<file path="src/amp_pwm_cfg.svh">
// Constants for the pin-configured PWM output stage.
`ifndef AMP_PWM_CFG_SVH
`define AMP_PWM_CFG_SVH
`define SAMPLE_W        16
`define CARRIER_FAST    16
`define CARRIER_SLOW    8
`define CNT_W           8
`define CLIP_FULL       8'hFF
`define CLIP_DIV        4
`define DUTY_HALF       8'h80
`endif

</file>
<file path="src/amp_pwm_pkg.sv">
// Types shared by the PWM output stage files.
package amp_pwm_pkg;
  typedef enum logic [1:0] {
    ST_RUN,
    ST_STOPPING,
    ST_IDLE
  } out_state_e;
endpackage

</file>
<file path="src/amp_pwm_pin_config.sv">
// Pin-configured PWM output stage with bridge mode, soft clip and sleep.
`timescale 1ns/10ps
`include "amp_pwm_cfg.svh"
module amp_pwm_pin_config
  import amp_pwm_pkg::*;
(
  input  wire logic              i_clock,                // 20 MHz system clock.
  input  wire logic              i_rst_n,                // Synchronous reset, active low.
  input  wire logic              i_serial_audio_in,      // Serial audio data pin.
  input  wire logic              i_bit_clock,            // Serial bit clock pin.
  input  wire logic              i_frame_channel_select, // Frame channel select pin.
  input  wire logic              i_carrier_rate_select,  // High: eight, low: sixteen per sample.
  input  wire logic              i_bridge_pair_select,   // High: paralleled mono mode.
  input  wire logic              i_amp_sleep_request,    // High: stop output switching.
  input  wire logic [1:0]        i_amp_gain_pins,        // Both high: software control.
  input  wire logic [`CNT_W-1:0] i_soft_clip_level,      // Maximum duty, sampled at reset.
  output logic                   o_pwm_a,                // Channel A PWM output.
  output logic                   o_pwm_b,                // Channel B PWM output.
  output logic                   o_out_en_n,             // Output stage enable, low drives.
  output logic                   o_pin_mode,             // High while in pin control mode.
  output logic                   o_paralleled_mono_mode, // Applied bridge mode.
  output logic                   o_carrier_slow          // Applied carrier rate.
);
  ////////////////////////////////////////////////////////////////////////////////////
  // Pin synchronisers.
  logic [7:0]        sync1_q;
  logic [7:0]        sync2_q;
  logic [`CNT_W-1:0] clip_s1_q;
  logic [`CNT_W-1:0] clip_s2_q;
  logic [`CNT_W-1:0] clip_max_q;
  logic              reset_seen_q;

  always_ff @(posedge i_clock) begin
    if (!i_rst_n) begin
      sync1_q <= '0;
      sync2_q <= '0;
    end else begin
      sync1_q <= {i_carrier_rate_select, i_bridge_pair_select, i_amp_gain_pins,
                  i_amp_sleep_request, i_serial_audio_in, i_frame_channel_select,
                  i_bit_clock};
      sync2_q <= sync1_q;
    end
  end

  // The clip level keeps running through its flops during reset, so the level held in reset is
  // the one captured.
  always_ff @(posedge i_clock) begin
    clip_s1_q <= i_soft_clip_level;
    clip_s2_q <= clip_s1_q;
  end

  logic sleep_s;
  logic pin_mode;
  logic rate_s;
  logic bridge_s;
  assign sleep_s  = sync2_q[3];
  assign pin_mode = ~(sync2_q[5] & sync2_q[4]);
  assign rate_s   = sync2_q[7];
  assign bridge_s = sync2_q[6];

  // Captured on the first edge after reset is released.
  always_ff @(posedge i_clock) begin
    if (!i_rst_n) begin
      reset_seen_q <= 1'b0;
      clip_max_q   <= `CLIP_FULL;
    end else if (!reset_seen_q) begin
      reset_seen_q <= 1'b1;
      clip_max_q   <= clip_s2_q;
    end
  end

  ////////////////////////////////////////////////////////////////////////////////////
  // Audio capture runs regardless of sleep.
  logic [`SAMPLE_W-1:0] left_w;
  logic [`SAMPLE_W-1:0] right_w;
  logic                 frame_w;

  audio_frame_rx u_rx (
    .i_clock      (i_clock),
    .i_rst_n      (i_rst_n),
    .i_bit_clk    (sync2_q[0]),
    .i_frame_sel  (sync2_q[1]),
    .i_data       (sync2_q[2]),
    .o_left       (left_w),
    .o_right      (right_w),
    .o_frame_done (frame_w)
  );

  ////////////////////////////////////////////////////////////////////////////////////
  // Output state and mode latching.
  out_state_e state_q;
  logic       mono_q;
  logic       slow_q;
  logic       period_end;
  logic       stop_req;
  logic       len_ok_q;

  assign stop_req = sleep_s | ~pin_mode;

  always_ff @(posedge i_clock) begin
    if (!i_rst_n) begin
      state_q <= ST_IDLE;
    end else begin
      case (state_q)
        ST_RUN:      if (stop_req) state_q <= ST_STOPPING;
        ST_STOPPING: if (period_end) state_q <= ST_IDLE;
        ST_IDLE:     if (!stop_req && frame_w && len_ok_q) state_q <= ST_RUN;
        default:     state_q <= ST_IDLE;
      endcase
    end
  end

  // Mode pins are read only while idle so a period is never cut.
  always_ff @(posedge i_clock) begin
    if (!i_rst_n) begin
      mono_q <= 1'b0;
      slow_q <= 1'b0;
    end else if (state_q == ST_IDLE && pin_mode) begin
      mono_q <= bridge_s;
      slow_q <= rate_s;
    end
  end

  ////////////////////////////////////////////////////////////////////////////////////
  // Carrier: sixteen or eight PWM periods per audio frame.
  logic [`CNT_W-1:0]   pos_q;
  logic [`CNT_W-1:0]   per_len;
  logic [`CNT_W-1:0]   duty_a_q;
  logic [`CNT_W-1:0]   duty_b_q;
  logic [`CNT_W-1:0]   raw_a;
  logic [`CNT_W-1:0]   raw_b;
  logic [`CNT_W-1:0]   clip_a;
  logic [`CNT_W-1:0]   clip_b;
  logic [`CNT_W-1:0]   frame_cnt_q;
  logic [`CNT_W-1:0]   period_cyc_q;
  logic [2*`CNT_W-1:0] prod_a;
  logic [2*`CNT_W-1:0] prod_b;
  logic [`CNT_W-1:0]   hi_a;
  logic [`CNT_W-1:0]   hi_b;

  // Frame length in clocks sets the period length, so the carrier follows the sample rate.
  // The first count after reset starts at an arbitrary point, so switching waits for a second.
  always_ff @(posedge i_clock) begin
    if (!i_rst_n) begin
      frame_cnt_q  <= '0;
      period_cyc_q <= '0;
      len_ok_q     <= 1'b0;
    end else if (frame_w) begin
      frame_cnt_q  <= '0;
      period_cyc_q <= frame_cnt_q;
      len_ok_q     <= 1'b1;
    end else if (frame_cnt_q != `CLIP_FULL) begin
      frame_cnt_q <= frame_cnt_q + `CNT_W'(1);
    end
  end

  // Last clock index of one carrier period: a sixteenth or an eighth of the frame.
  assign per_len    = slow_q ? (period_cyc_q >> $clog2(`CARRIER_SLOW))
                             : (period_cyc_q >> $clog2(`CARRIER_FAST));
  assign period_end = (pos_q >= per_len);

  always_ff @(posedge i_clock) begin
    if (!i_rst_n || state_q == ST_IDLE) begin
      pos_q <= '0;
    end else if (period_end) begin
      pos_q <= '0;
    end else begin
      pos_q <= pos_q + `CNT_W'(1);
    end
  end

  // High time in clocks is the duty fraction of the period length.
  assign prod_a = {`CNT_W'(0), duty_a_q} * {`CNT_W'(0), per_len + `CNT_W'(1)};
  assign prod_b = {`CNT_W'(0), duty_b_q} * {`CNT_W'(0), per_len + `CNT_W'(1)};
  assign hi_a   = prod_a[2*`CNT_W-1 -: `CNT_W];
  assign hi_b   = prod_b[2*`CNT_W-1 -: `CNT_W];

  // Signed sample to offset binary duty.
  assign raw_a = (mono_q ? right_w[`SAMPLE_W-1 -: `CNT_W] : left_w[`SAMPLE_W-1 -: `CNT_W])
                 ^ `DUTY_HALF;
  assign raw_b = right_w[`SAMPLE_W-1 -: `CNT_W] ^ `DUTY_HALF;
  assign clip_a = (raw_a > clip_max_q) ? clip_max_q : raw_a;
  assign clip_b = (raw_b > clip_max_q) ? clip_max_q : raw_b;

  // Duty is reloaded at a period boundary, and on every clock while idle.
  always_ff @(posedge i_clock) begin
    if (!i_rst_n) begin
      duty_a_q <= `DUTY_HALF;
      duty_b_q <= `DUTY_HALF;
    end else if (period_end || state_q == ST_IDLE) begin
      duty_a_q <= clip_a;
      duty_b_q <= mono_q ? clip_a : clip_b;
    end
  end

  always_ff @(posedge i_clock) begin
    if (!i_rst_n) begin
      o_pwm_a                <= 1'b0;
      o_pwm_b                <= 1'b0;
      o_out_en_n             <= 1'b1;
      o_pin_mode             <= 1'b1;
      o_paralleled_mono_mode <= 1'b0;
      o_carrier_slow         <= 1'b0;
    end else begin
      o_pwm_a                <= (state_q != ST_IDLE) && (pos_q < hi_a);
      o_pwm_b                <= (state_q != ST_IDLE) && (pos_q < hi_b);
      o_out_en_n             <= (state_q == ST_IDLE);
      o_pin_mode             <= pin_mode;
      o_paralleled_mono_mode <= mono_q;
      o_carrier_slow         <= slow_q;
    end
  end

  ////////////////////////////////////////////////////////////////////////////////////
  // Checks.
  a_mono_same_out: assert property (@(posedge i_clock) disable iff (!i_rst_n)
    o_paralleled_mono_mode |-> (o_pwm_a == o_pwm_b))
    else $error("paralleled outputs differ");
  a_idle_no_switch: assert property (@(posedge i_clock) disable iff (!i_rst_n)
    o_out_en_n |-> (!o_pwm_a && !o_pwm_b))
    else $error("switching while disabled");
  a_mode_hold_run: assert property (@(posedge i_clock) disable iff (!i_rst_n)
    (state_q != ST_IDLE) |=> $stable(mono_q) && $stable(slow_q))
    else $error("mode changed while switching");
  a_clip_duty_cap: assert property (@(posedge i_clock) disable iff (!i_rst_n)
    reset_seen_q |-> (duty_a_q <= clip_max_q || $past(state_q) == ST_IDLE))
    else $error("duty above clip limit");
  a_sleep_stops: assert property (@(posedge i_clock) disable iff (!i_rst_n)
    (state_q == ST_RUN && stop_req) |=> state_q == ST_STOPPING)
    else $error("sleep not honoured");
  a_soft_mode_off: assert property (@(posedge i_clock) disable iff (!i_rst_n)
    (!pin_mode && state_q == ST_IDLE) |=> state_q == ST_IDLE)
    else $error("switching outside pin mode");
endmodule

</file>
<file path="src/audio_frame_rx.sv">
// Serial audio receiver that captures left and right samples of each frame.
`timescale 1ns/10ps
`include "amp_pwm_cfg.svh"
module audio_frame_rx (
  input  wire logic                 i_clock,      // System clock.
  input  wire logic                 i_rst_n,      // Synchronous reset, active low.
  input  wire logic                 i_bit_clk,    // Synchronised bit clock.
  input  wire logic                 i_frame_sel,  // Synchronised frame channel select.
  input  wire logic                 i_data,       // Synchronised serial audio data.
  output logic [`SAMPLE_W-1:0]      o_left,       // Last left sample.
  output logic [`SAMPLE_W-1:0]      o_right,      // Last right sample.
  output logic                      o_frame_done  // Pulse when a right sample lands.
);
  logic                 bclk_q;
  logic                 sel_q;
  logic [`SAMPLE_W-1:0] shift_q;
  logic                 rise;

  assign rise = i_bit_clk & ~bclk_q;

  always_ff @(posedge i_clock) begin
    if (!i_rst_n) begin
      bclk_q       <= 1'b0;
      sel_q        <= 1'b0;
      shift_q      <= '0;
      o_left       <= '0;
      o_right      <= '0;
      o_frame_done <= 1'b0;
    end else begin
      bclk_q       <= i_bit_clk;
      o_frame_done <= 1'b0;
      if (rise) begin
        sel_q   <= i_frame_sel;
        shift_q <= {shift_q[`SAMPLE_W-2:0], i_data};
        // The last bit of a word arrives with the changed select, so it is included here.
        if (sel_q != i_frame_sel) begin
          if (sel_q) begin
            o_right      <= {shift_q[`SAMPLE_W-2:0], i_data};
            o_frame_done <= 1'b1;
          end else begin
            o_left <= {shift_q[`SAMPLE_W-2:0], i_data};
          end
        end
      end
    end
  end
endmodule

</file>
<file path="config.mk">
export PLATFORM = sky130hd
export DESIGN_NAME = amp_pwm_pin_config
export DESIGN_NICKNAME = d
export VERILOG_FILES = /design/src/amp_pwm_pkg.sv /design/src/amp_pwm_pin_config.sv /design/src/audio_frame_rx.sv
export VERILOG_INCLUDE_DIRS = /design/src /design/src/src
export SDC_FILE = /design/constraint.sdc
export NUM_CORES = 1
export LEC_CHECK = 0
export BUFFER_PORTS_ARGS = -buffer_cell sky130_fd_sc_hd__buf_2
export CAP_MARGIN = 20
export CORE_MARGIN = 5
export CORE_UTILIZATION = 60
export CTS_CLUSTER_SIZE = 40
export DETAILED_ROUTE_END_ITERATION = 12
export HOLD_SLACK_MARGIN = 0.1
export PLACE_DENSITY = 0.89
export SKIP_LAST_GASP = 1
export SYNTH_ARGS = -nofsm -noshare
export SYNTH_HDL_FRONTEND = slang
export SYNTH_HIERARCHICAL = 1
export SYNTH_SLANG_ARGS = --single-unit
</file>
<file path="constraint.sdc">
create_clock -name i_clock -period 7.9 [get_ports i_clock]
set_input_delay 0.395 -clock i_clock [delete_from_list [all_inputs] [get_ports i_clock]]
set_output_delay 0.395 -clock i_clock [all_outputs]
set_load 0.05 [all_outputs]
</file>
## After elaboration in Yosys (flattened, before gate mapping)

Cells that the tools add are included.

- Word-level logic and storage cells: 81
- Output and inout port bits: 6
- Latch bits: 0
- Bits in read-only memories: 0
- Bits in registers: 142
- Memories kept: 0
- RAM bits: 0
- Input bits: 18

- Mux-type cells: 11
- Divide/modulo/power cells: 0
- Shift-type cells: 0
- $mul: 2
- Reduce and logical (&&, ||, !) cells: 16
- Add/subtract/negate cells: 3
- Bitwise logic cells: 9
- Eq/ne operators: 8
- Magnitude comparators: 5

Operators with widths:

| cell | count |
|---|---|
| 2-to-1 mux 8 bit | 4 |
| adder 8 x 1 -> 8 bit (second input constant) | 2 |
| greater-than comparator 8 bit | 2 |
| multiplier 8 x 8 -> 16 bit | 1 |
| multiplier 8 x 6 -> 14 bit | 1 |
| AND reduction 3 bit | 4 |
| greater-or-equal comparator 8 x 5 -> 1 bit | 1 |
| < comparator 8 x 6 -> 1 bit | 1 |
| < comparator 8 bit | 1 |
| inequality test 2 bit (second input constant) | 4 |
| inequality test 8 bit (second input constant) | 1 |
| adder 5 x 1 -> 6 bit (second input constant) | 1 |
| 2-to-1 mux 2 bit | 3 |
| NOT 1 bit | 6 |
| case mux 2 bit (3 select lines) | 1 |
| logical AND 1 bit | 5 |
| 2-to-1 mux 5 bit | 1 |
| OR reduction 2 bit | 2 |
| bitwise AND 1 bit | 2 |
| equality test 2 x 1 -> 1 bit (second input constant) | 1 |
| equality test 2 bit (second input constant) | 1 |
| logical NOT 1 bit | 2 |
| logical NOT 2 bit | 1 |
| logical OR 1 bit | 2 |
| other kinds (3) | 4 |

## Longest topological paths before layout

Gate-level depths: netlist of run 1.

- Depth in word-level cells: 7
- Gate-level depth with buffers: 27
- Depth with buffers taken out: 25

## Hierarchy

Netlist of run 1, hierarchy kept.

By module, submodules not included:

| module | area an instance (µm²) | seq. area each (µm²) | cells an instance | times used |
|---|---|---|---|---|
| amp_pwm_pin_config | 6507.5 | 1781.7 | 712 | 1 |
| audio_frame_rx | 1784.2 | 1001.0 | 219 | 1 |

## Least setup slack after synthesis of run 1

Ideal clock, no wire load.

- Path kind: reg-to-reg
- Start point: reg slow_q
- End point: reg o_pwm_a
- Data required time: 7.841 ns
- Period minus slack after synthesis: 5.753 ns
- Slack: 2.147 ns
- Arrival time: 5.694 ns
- Buffers on the path: 2
- Cell stages (with the launch flop): 25
- Path through: dfxtp_1 -> buf_6 -> mux2i_4 -> nor3_1 -> nor3b_1 -> buf_2 -> nand2_1 -> fa_1 -> inv_1 -> fa_1 -> inv_1 -> fa_1 -> inv_1 -> ha_1 -> or4_1 -> o32ai_2 -> o21ai_1 -> o21a_1 -> or2_1 -> ha_1 -> o21a_1 -> o21ai_0 -> nor2_1 -> nor4_1 -> o31a_1

- Word-level cells in the longest chain between the ends: 5

Ends and longest elaborated chain:

| item | RTL line | source |
|---|---|---|
| from (decl) | amp_pwm_pin_config.sv:93 | `logic slow_q;` |
| from (signal assigned) | amp_pwm_pin_config.sv:120 | `slow_q <= rate_s;` |
| 2-to-1 mux 5 bit | amp_pwm_pin_config.sv:158 | `` assign per_len = slow_q ? (period_cyc_q >> $clog2(`CARRIER_SLOW)) `` |
| adder 5 x 1 -> 6 bit | amp_pwm_pin_config.sv:173 | `` assign prod_a = {`CNT_W'(0), duty_a_q} * {`CNT_W'(0), per_len + `CNT_W'(1)}; `` |
| multiplier 8 x 8 -> 16 bit | amp_pwm_pin_config.sv:173 |  |
| < comparator 8 bit | amp_pwm_pin_config.sv:205 | `o_pwm_a <= (state_q != ST_IDLE) && (pos_q < hi_a);` |
| logical AND 1 bit | amp_pwm_pin_config.sv:205 |  |
| to (signal assigned) | amp_pwm_pin_config.sv:205 |  |
| to (decl) | amp_pwm_pin_config.sv:17 | `output logic o_pwm_a,` |

Every way passes these cells.
A chain may end at the register's enable or synchronous reset.

## Final worst setup path of run 1

Ends and elaborated chain as after synthesis.

==> results.cfg, run 1 <==
[setup_path]
worst_path_dominant_cell_family = adder cells
crit_slowest_cell = xnor2_1
critical_path.endpoint_type = flop
cp.arrival_ps = 7080
timing.critical_path.cells = mux2i_4 > inv_2 > ha_1 > xnor2_1 > and2_1 > fa_1 > fa_1 > inv_1 > fa_1 > inv_1 > ha_1 > or4_1 > o32ai_2 > o21ai_1 > o21a_1 > or2_1 > ha_1 > o21a_1 > o21ai_0 > nor2_1 > nor4_1 > o31a_1
crit_type = reg2reg
worstSetupStartpointType = flop
critPathMaxStageDelay_ps = 730
crit_buf_inv = 3
crit_required_ps = 8250
path_max_fanout = 16

[power_and_ir_drop]
leakage_nw = 3.88
fin_total_pwr_mw = 1.52
power.density_nw_per_um2 = 176
vdd_drop_max_uv = 297

[place]
hpwlAfterDp_um = 12100
numPortBuffers = 23
dpl_cell_area_um2 = 7930
dp_worst_setup_slack_ps = 1240
gpl_wtd_cong = 0.905

[die]
num_rows = 41
overall_die_area_um2 = 15300
top_level_ports = 24
die-height_um = 124
floorplan.die.width_um = 124
fp.coreArea_um2 = 12600
floorplan.initialDensity_pct = 61.4

[timing]
fmax_ghz = 0.149
slew-limit-headroom_pct = 39.2
rsz_0062_raised_after_global_routing = false
setup_viol = 0
hold_viol_final = 0
layout_setup_ws_ps = 1170
timing.final.crit_share_pct = 85.1
fin_tns_setup_ps = 0
layout_min_cycle_time_ps = 6730
clock-skew-final_ps = 7.95
worstMarginPinSlew_ps = 911
finalMaxSlewViolations = 0

[clocking]
cts-root-to-sink-buffers = 2
clock-sinks = 123
postCtsSetupRepairBufs = 0
cts-htree-levels = 4
insertion_delay_ps = 410
cts_tree = built
postCtsResizedCells = 0
cts_hold_buf = 7
clk_root_buffer_cell = clkbuf_16
cts.clk_slew.worst_paths_ps = 60
cts-buffers-inserted = 17

[final_layout]
final.fill_count = 947
nNetsFinal = 1024
post-route-util_pct = 68.3
multi_input_comb_area_um2 = 4770
antenna_cells = 0
register_area_um2 = 2460
postLayoutCellArea_um2 = 8620
fraction_of_final_layout_cells_with_drive_strength_greater_than_1_pct = 8.60
synthToLayoutAreaGrowth_pct = 11.2

[min_path]
worst_hold_path_type = in2reg

[route]
detail_route.iter0.violations = 400
drc = 0
vias_per_cell = 5.60
wl_per_cell_um = 15.8
dr_total_vias = 5976
drtPass1Iterations = 5
finalWirelength_um = 16800
ant_nets = 0

[global_routing]
first_global_vias = 6062
grt_first_pass_wirelength_um = 28500
initial_antenna_violation_count = 0
gr-usage-all-layers_pct = 23.7
grt_max_degree = 80
globalRoute.totalOverflow = 0

[run_status]
status = finished, final reports clean

[flow_run]
cap_violations = 0

[yosys]
total_standard_cell_area_after_synthesis_um2 = 7750
post_synth.cell_area_avg_um2 = 8.94
cell_count_after_synthesis = 867
synth-warning-count = 6
area by class of cell:
cell class / instances / share of cell area (%)
well taps: 172 / 2.50
clock buffers: 20 / 5.30
flip-flops and latches: 123 / 28.6
repair buffers: 34 / 2.50
multi-input cells: 616 / 55.3
inverters: 90 / 3.92
clock inverters: 12 / 1.92
state kept, by name, indices dropped and copies added (netlist names), 2 cells and up:
name	count
clip_max_q	8
clip_s1_q	8
clip_s2_q	8
duty_a_q	8
duty_b_q	8
frame_cnt_q	8
period_cyc_q	5
pos_q	8
state_q	2
sync1_q	8
sync2_q	8
u_rx/o_left	8
u_rx/o_right	8
u_rx/shift_q	15
per-layer routing:
metal	vias to the layer above	track usage (%)	share of wire [%]
met5	-	0	0
met4	0	11.9	4.2
met3	56	4.81	5.8
met2	206	39.5	49
met1	2838	29.1	41
li1	2876	-	-
placed cells by master (no fill, tap or decap), types with 26 or more instances in the layout:
master / count
mux2i_1: 26
inv_1: 88
nand2_1: 127
nand3_1: 29
nor2_1: 29
and2_1: 85
dfxtp_1: 123
fa_1: 48
a21oi_1: 35
ha_1: 76
o21ai_0: 37
worst reg2reg max path, delay by kind of cell (launching register included):
family                   cells  cell delay (ps)
adder cells (fa/ha/maj)      6             2130
flip-flops                   1              530
buffers and inverters        3              220
AND/OR/NAND/NOR              5             1360
XOR/XNOR                     1              730
multiplexers                 1              490
AO/OA/AOI/OAI                6             1230
report_power, final:
part	switching (mW)	leakage, nW	internal, mW
Combinational	0.0343	2.58	0.0255
Clock	0.286	0.298	0.517
Sequential	0.0171	1.01	0.637
Total	0.337	3.88	1.18
per-stage QoR:
stage / cells / hold WS, ps
2_1_floorplan: 868 / 310
3_3_place_gp: 1028 / 311
3_5_place_dp: 1028 / 314
4_1_cts: 1067 / 103
5_1_grt: 1067 / 106
6_report: 1067 / 121
worst paths after layout:
path / end / slack, ps / start / depth (start not counted)
max: o_pwm_a$_SDFF_PN0_ / 1170 / slow_q$_SDFFE_PN0P_ / 22
min: clip_s1_q[1]$_DFF_P_ / 120 / i_soft_clip_level[1] / 1
max reg2reg: o_pwm_a$_SDFF_PN0_ / 1170 / slow_q$_SDFFE_PN0P_ / 22
min reg2reg: clip_s2_q[5]$_DFF_P_ / 330 / clip_s1_q[5]$_DFF_P_ / 0
(Power assumes the default switching activity.)
==> inputs of run 2 (changes only) <==
--- a/config.mk
+++ b/config.mk
@@ -14,6 +14,7 @@
 export DETAILED_ROUTE_END_ITERATION = 12
 export HOLD_SLACK_MARGIN = 0.1
 export PLACE_DENSITY = 0.89
+export REMOVE_ABC_BUFFERS = 1
 export SKIP_LAST_GASP = 1
 export SYNTH_ARGS = -nofsm -noshare
 export SYNTH_HDL_FRONTEND = slang
==> results.cfg, run 2 (synthesis gave the netlist of run 1 again) <==
[run_status]
status = finished, final reports clean

[global_routing]
initial_antenna_violation_count = 0
gr-usage-all-layers_pct = 24.2
grt_max_degree = 65
grt_first_pass_wirelength_um = 29300
globalRoute.totalOverflow = 0
first_global_vias = 6193

[clocking]
cts_tree = built
cts-htree-levels = 4
cts-buffers-inserted = 17
clk_root_buffer_cell = clkbuf_16
clock-sinks = 123
postCtsResizedCells = 0
cts.clk_slew.worst_paths_ps = 60
cts-root-to-sink-buffers = 2
insertion_delay_ps = 410

[route]
dr_total_vias = 5985
drc = 0
wl_per_cell_um = 16.1
finalWirelength_um = 17200
detail_route.iter0.violations = 390
vias_per_cell = 5.61
drtPass1Iterations = 5
ant_nets = 0

[final_layout]
multi_input_comb_area_um2 = 4770
register_area_um2 = 2460
register_containing_the_most_flip_flops_in_the_final_layout = u_rx/shift_q
postLayoutCellArea_um2 = 8630
finalNonFillerCells = 1066
most-common-layout-cells = nand2_1 (127), dfxtp_1 (123), inv_1 (88)
nNetsFinal = 1025
fraction_of_final_layout_cells_with_drive_strength_greater_than_1_pct = 8.17
final.fill_count = 917
antenna_cells = 0
synthToLayoutAreaGrowth_pct = 11.4
final_common_cell = nand2_1
largest_register_ff_count = 15

[timing]
finalMaxSlewViolations = 0
slew-limit-headroom_pct = 35.1
fmax_ghz = 0.151
hold_viol_final = 0
rsz_0062_raised_after_global_routing = false
layout_min_cycle_time_ps = 6640
clock-skew-final_ps = 11.2
fin_tns_setup_ps = 0
timing.final.crit_share_pct = 84.1
setup_viol = 0
worstMarginPinSlew_ps = 967

[power_and_ir_drop]
power.density_nw_per_um2 = 177
vdd_drop_max_uv = 231
leakage_nw = 3.89

[place]
place_inst = 1028
numPortBuffers = 23
dpl_cell_area_um2 = 7930
hpwlAfterDp_um = 12000
gpl_wtd_cong = 0.886

[die]
fp.coreArea_um2 = 12600
die-height_um = 124
num_rows = 41
overall_die_area_um2 = 15300
top_level_ports = 24
floorplan.die.width_um = 124
floorplan.initialDensity_pct = 61.4

[setup_path]
crit_required_ps = 8260
cp.arrival_ps = 7000
critical_path.endpoint_type = flop
path_max_fanout = 16
worstSetupStartpointType = flop
crit_type = reg2reg

[flow_run]
cap_violations = 0

[min_path]
worst_hold_path_type = in2reg
-- run 2: critical path, stage by stage, from the launching register on --
cell and delay [ps]:
dfxtp_1 530, mux2i_4 490, inv_2 140, ha_1 230, xnor2_1 780, and2_1 270, fa_1 410, fa_1 480
inv_1 50, fa_1 530, inv_1 40, ha_1 190, or4_1 530, o32ai_2 320, o21ai_1 140, o21a_1 190
or2_1 230, ha_1 190, a2111oi_0 410, nor2_1 80, nor4_1 190, o31a_1 170
-- run 2: power breakdown --
part	switching (mW)	internal [mW]
Combinational	0.0353	0.0261
Sequential	0.0163	0.638
Clock	0.257	0.558
Total	0.309	1.22
-- run 2: through the flow --
stage	hold slack, ps	util, %	worst slack (ps)	power (mW)
after floorplan	310	-	1810	0.697
after global placement	311	62.8	1530	0.717
after detailed placement	313	62.8	1310	0.721
after CTS	179	68.4	1250	1.53
after global routing	178	68.4	715	1.58
final	189	68.4	1260	1.53
-- run 2: metal layers --
layer | global-route usage (%) | up-vias | part of all wire [%]
li1 | - | 2867 | -
met1 | 28.5 | 2859 | 39
met2 | 43.2 | 206 | 52
met3 | 4.45 | 53 | 5.7
met4 | 10.2 | 0 | 3.3
met5 | 0 | - | 0
-- run 2: final timing paths --
| path | depth (start not counted) | end | slack, ps | from |
|---|---|---|---|---|
| worst min register to register | 0 | clip_s2_q[2]$_DFF_P_ | 330 | clip_s1_q[2]$_DFF_P_ |
| worst min-delay path | 2 | sync1_q[1]$_SDFF_PN0_ | 190 | i_frame_channel_select |
| worst max register to register | 21 | o_pwm_a$_SDFF_PN0_ | 1260 | slow_q$_SDFFE_PN0P_ |
| worst max-delay path | 21 | o_pwm_a$_SDFF_PN0_ | 1260 | slow_q$_SDFFE_PN0P_ |
-- run 2: layout make-up --
type	instances	area share, %
clock inverter	6	1.57
inverter	90	3.91
sequential	123	28.5
tap	172	2.49
timing repair buffer	35	2.61
multi-input combinational	616	55.2
clock buffer	24	5.70
-- run 2: what timing repair did --
action,4_1_cts,5_1_grt
hold endpoints to repair,8,0
hold buffers,8,0
setup buffers,0,0
endpoints found under the setup margin,0,0
==> inputs of run 3 (changes only) <==
==> constraint.sdc (replaced) <==
create_clock -name i_clock -period 6.74 [get_ports i_clock]
set_input_delay 0.337 -clock i_clock [delete_from_list [all_inputs] [get_ports i_clock]]
set_output_delay 0.337 -clock i_clock [all_outputs]
set_load 0.05 [all_outputs]
==> results.cfg, run 3 (synthesis gave the netlist of run 1 again) <==
[power_and_ir_drop]
vdd_drop_max_uv = 265
leakage_nw = 3.88
combPwrFrac_pct = 4.3
pwr-share-seq_pct = 46.6
netSwitchingFraction_pct = 22.1
clockPowerShare_pct = 49.1
power.density_nw_per_um2 = 192
switchingPower_uw = 364
internal_power_mw = 1.28

[flow_run]
cap_violations = 0

[route]
wl_per_cell_um = 15.7
detail_route.iter0.violations = 336
drc = 0
dr_total_vias = 6005
drtPass1Iterations = 5
vias_per_cell = 5.60
ant_nets = 0
finalWirelength_um = 16800

[die]
top_level_ports = 24
floorplan.die.width_um = 124
die-height_um = 124
num_rows = 41
fp.coreArea_um2 = 12600
overall_die_area_um2 = 15300
floorplan.initialDensity_pct = 61.4

[final_layout]
multi_input_comb_area_um2 = 4780
fraction_of_final_layout_cells_with_drive_strength_greater_than_1_pct = 8.89
largest_register_ff_count = 15
register_area_um2 = 2460
finalNonFillerCells = 1072
synthToLayoutAreaGrowth_pct = 10.8
nNetsFinal = 1029
antenna_cells = 0
most-common-layout-cells = nand2_1 (127), dfxtp_1 (123), inv_1 (88)
register_containing_the_most_flip_flops_in_the_final_layout = u_rx/shift_q
final_common_cell = nand2_1
final.fill_count = 914
post-route-util_pct = 68.1
postLayoutCellArea_um2 = 8590

[global_routing]
globalRoute.totalOverflow = 0
gr-usage-all-layers_pct = 23.5
initial_antenna_violation_count = 0
grt_first_pass_wirelength_um = 28200
first_global_vias = 6099
grt_max_degree = 80

[timing]
clock-skew-final_ps = 7.79
layout_min_cycle_time_ps = 6350
slew-limit-headroom_pct = 38.6
rsz_0062_raised_after_global_routing = false
timing.final.crit_share_pct = 94.2
timing.hold.ws_ps = 129
worstMarginPinSlew_ps = 917
finalMaxSlewViolations = 0
setup_viol = 0
fin_tns_setup_ps = 0
hold_viol_final = 0
fmax_ghz = 0.158

[clocking]
cts-root-to-sink-buffers = 2
clock-sinks = 123
insertion_delay_ps = 410
cts_tree = built
cts-buffers-inserted = 17
cts.clk_slew.worst_paths_ps = 50
clk_root_buffer_cell = clkbuf_16
cts-htree-levels = 4

[setup_path]
critical_path.endpoint_type = flop
critPathMaxStageDelay_ps = 530
crit_type = reg2reg
crit_slowest_cell = fa_1
path_max_fanout = 9
cp.arrival_ps = 6710
worstSetupStartpointType = flop
timing.critical_path.cells = mux2i_4 > inv_2 > ha_1 > nand2_1 > xor2_2 > nand2_1 > fa_1 > inv_1 > fa_1 > inv_1 > fa_1 > inv_1 > ha_1 > or4_1 > o32ai_2 > o21ai_1 > o21a_1 > or2_1 > ha_1 > o21a_1 > o21ai_0 > nor2_1 > nor4_1 > o31a_1
crit_required_ps = 7100

[run_status]
status = finished, final reports clean

[place]
numPortBuffers = 23
hpwlAfterDp_um = 11700
gpl_wtd_cong = 0.922
dpl_cell_area_um2 = 7930
place_inst = 1029

[min_path]
worst_hold_path_type = in2reg
[run 3: cell types whose count changed in the layout (fill, tap and decap cells not counted)]
cell / previous run / this run
clkinv_2: 0 / 5
buf_4: 4 / 8
bufinv_16: 4 / 0
a2111oi_0: 1 / 0
a2111oi_1: 0 / 1
clkbuf_1: 3 / 4
xnor2_1: 9 / 8
xnor2_2: 0 / 1
xor2_1: 8 / 7
xor2_2: 0 / 1
[run 3: layer usage]
metal | wire length, um | global-route usage (%) | vias up | share of wire, %
met1 | 6710 | 27.4 | 2864 | 40
met2 | 8610 | 41.5 | 191 | 51
met4 | 580 | 10.9 | 0 | 3.4
met5 | 0 | 0 | - | 0
met3 | 914 | 4.45 | 59 | 5.4
li1 | - | - | 2891 | -
[run 3: layout make-up]
| class | instances | share of cell area [%] |
|---|---|---|
| Tap cell | 172 | 2.51 |
| Clock buffer | 25 | 5.77 |
| Sequential cell | 123 | 28.7 |
| Clock inverter | 7 | 0.466 |
| Inverter | 90 | 3.93 |
| Timing Repair Buffer | 39 | 2.97 |
| Multi-Input combinational cell | 616 | 55.7 |
[run 3: path summary, 6_finish.rpt]
check	slack, ps	depth (start not counted)	from	end
setup / recovery	390	24	slow_q$_SDFFE_PN0P_	o_pwm_a$_SDFF_PN0_
hold / removal	130	2	i_bridge_pair_select	sync1_q[6]$_SDFF_PN0_
setup reg to reg	390	24	slow_q$_SDFFE_PN0P_	o_pwm_a$_SDFF_PN0_
hold reg to reg	320	0	clip_s1_q[2]$_DFF_P_	clip_s2_q[2]$_DFF_P_
[run 3: power by group through the flow]
stage / Clock [mW] / Combinational [mW] / Sequential [mW]
after floorplan: 0 / 0.0428 / 0.774
after global placement: 0 / 0.0621 / 0.779
after detailed placement: 0 / 0.0652 / 0.780
after CTS: 0.812 / 0.0704 / 0.766
after global routing: 0.855 / 0.0802 / 0.769
final: 0.809 / 0.0711 / 0.767
[run 3: worst max-delay path: cells and delay by family, from the launching register on]
family	cells	cell delay (ps)
buf+inv	4	250
fa+ha+maj	6	2260
compound gates	6	1220
xor+xnor	1	330
mux	1	400
simple gates	6	1290
flops	1	520
[run 3: repair_timing]
| item | CTS | global route |
|---|---|---|
| hold endpoints to repair | 8 | 0 |
| resized for setup | 0 | 3 |
| setup endpoints to repair | 0 | 1 |
| buffers inserted | 0 | 3 |
| hold buffers | 8 | 0 |
[run 3: through the flow]
stage	setup WS [ps]	total power, mW
floorplan	647	0.817
global placement	461	0.841
detailed placement	255	0.846
CTS	217	1.65
global route	43.5	1.70
finish	392	1.65
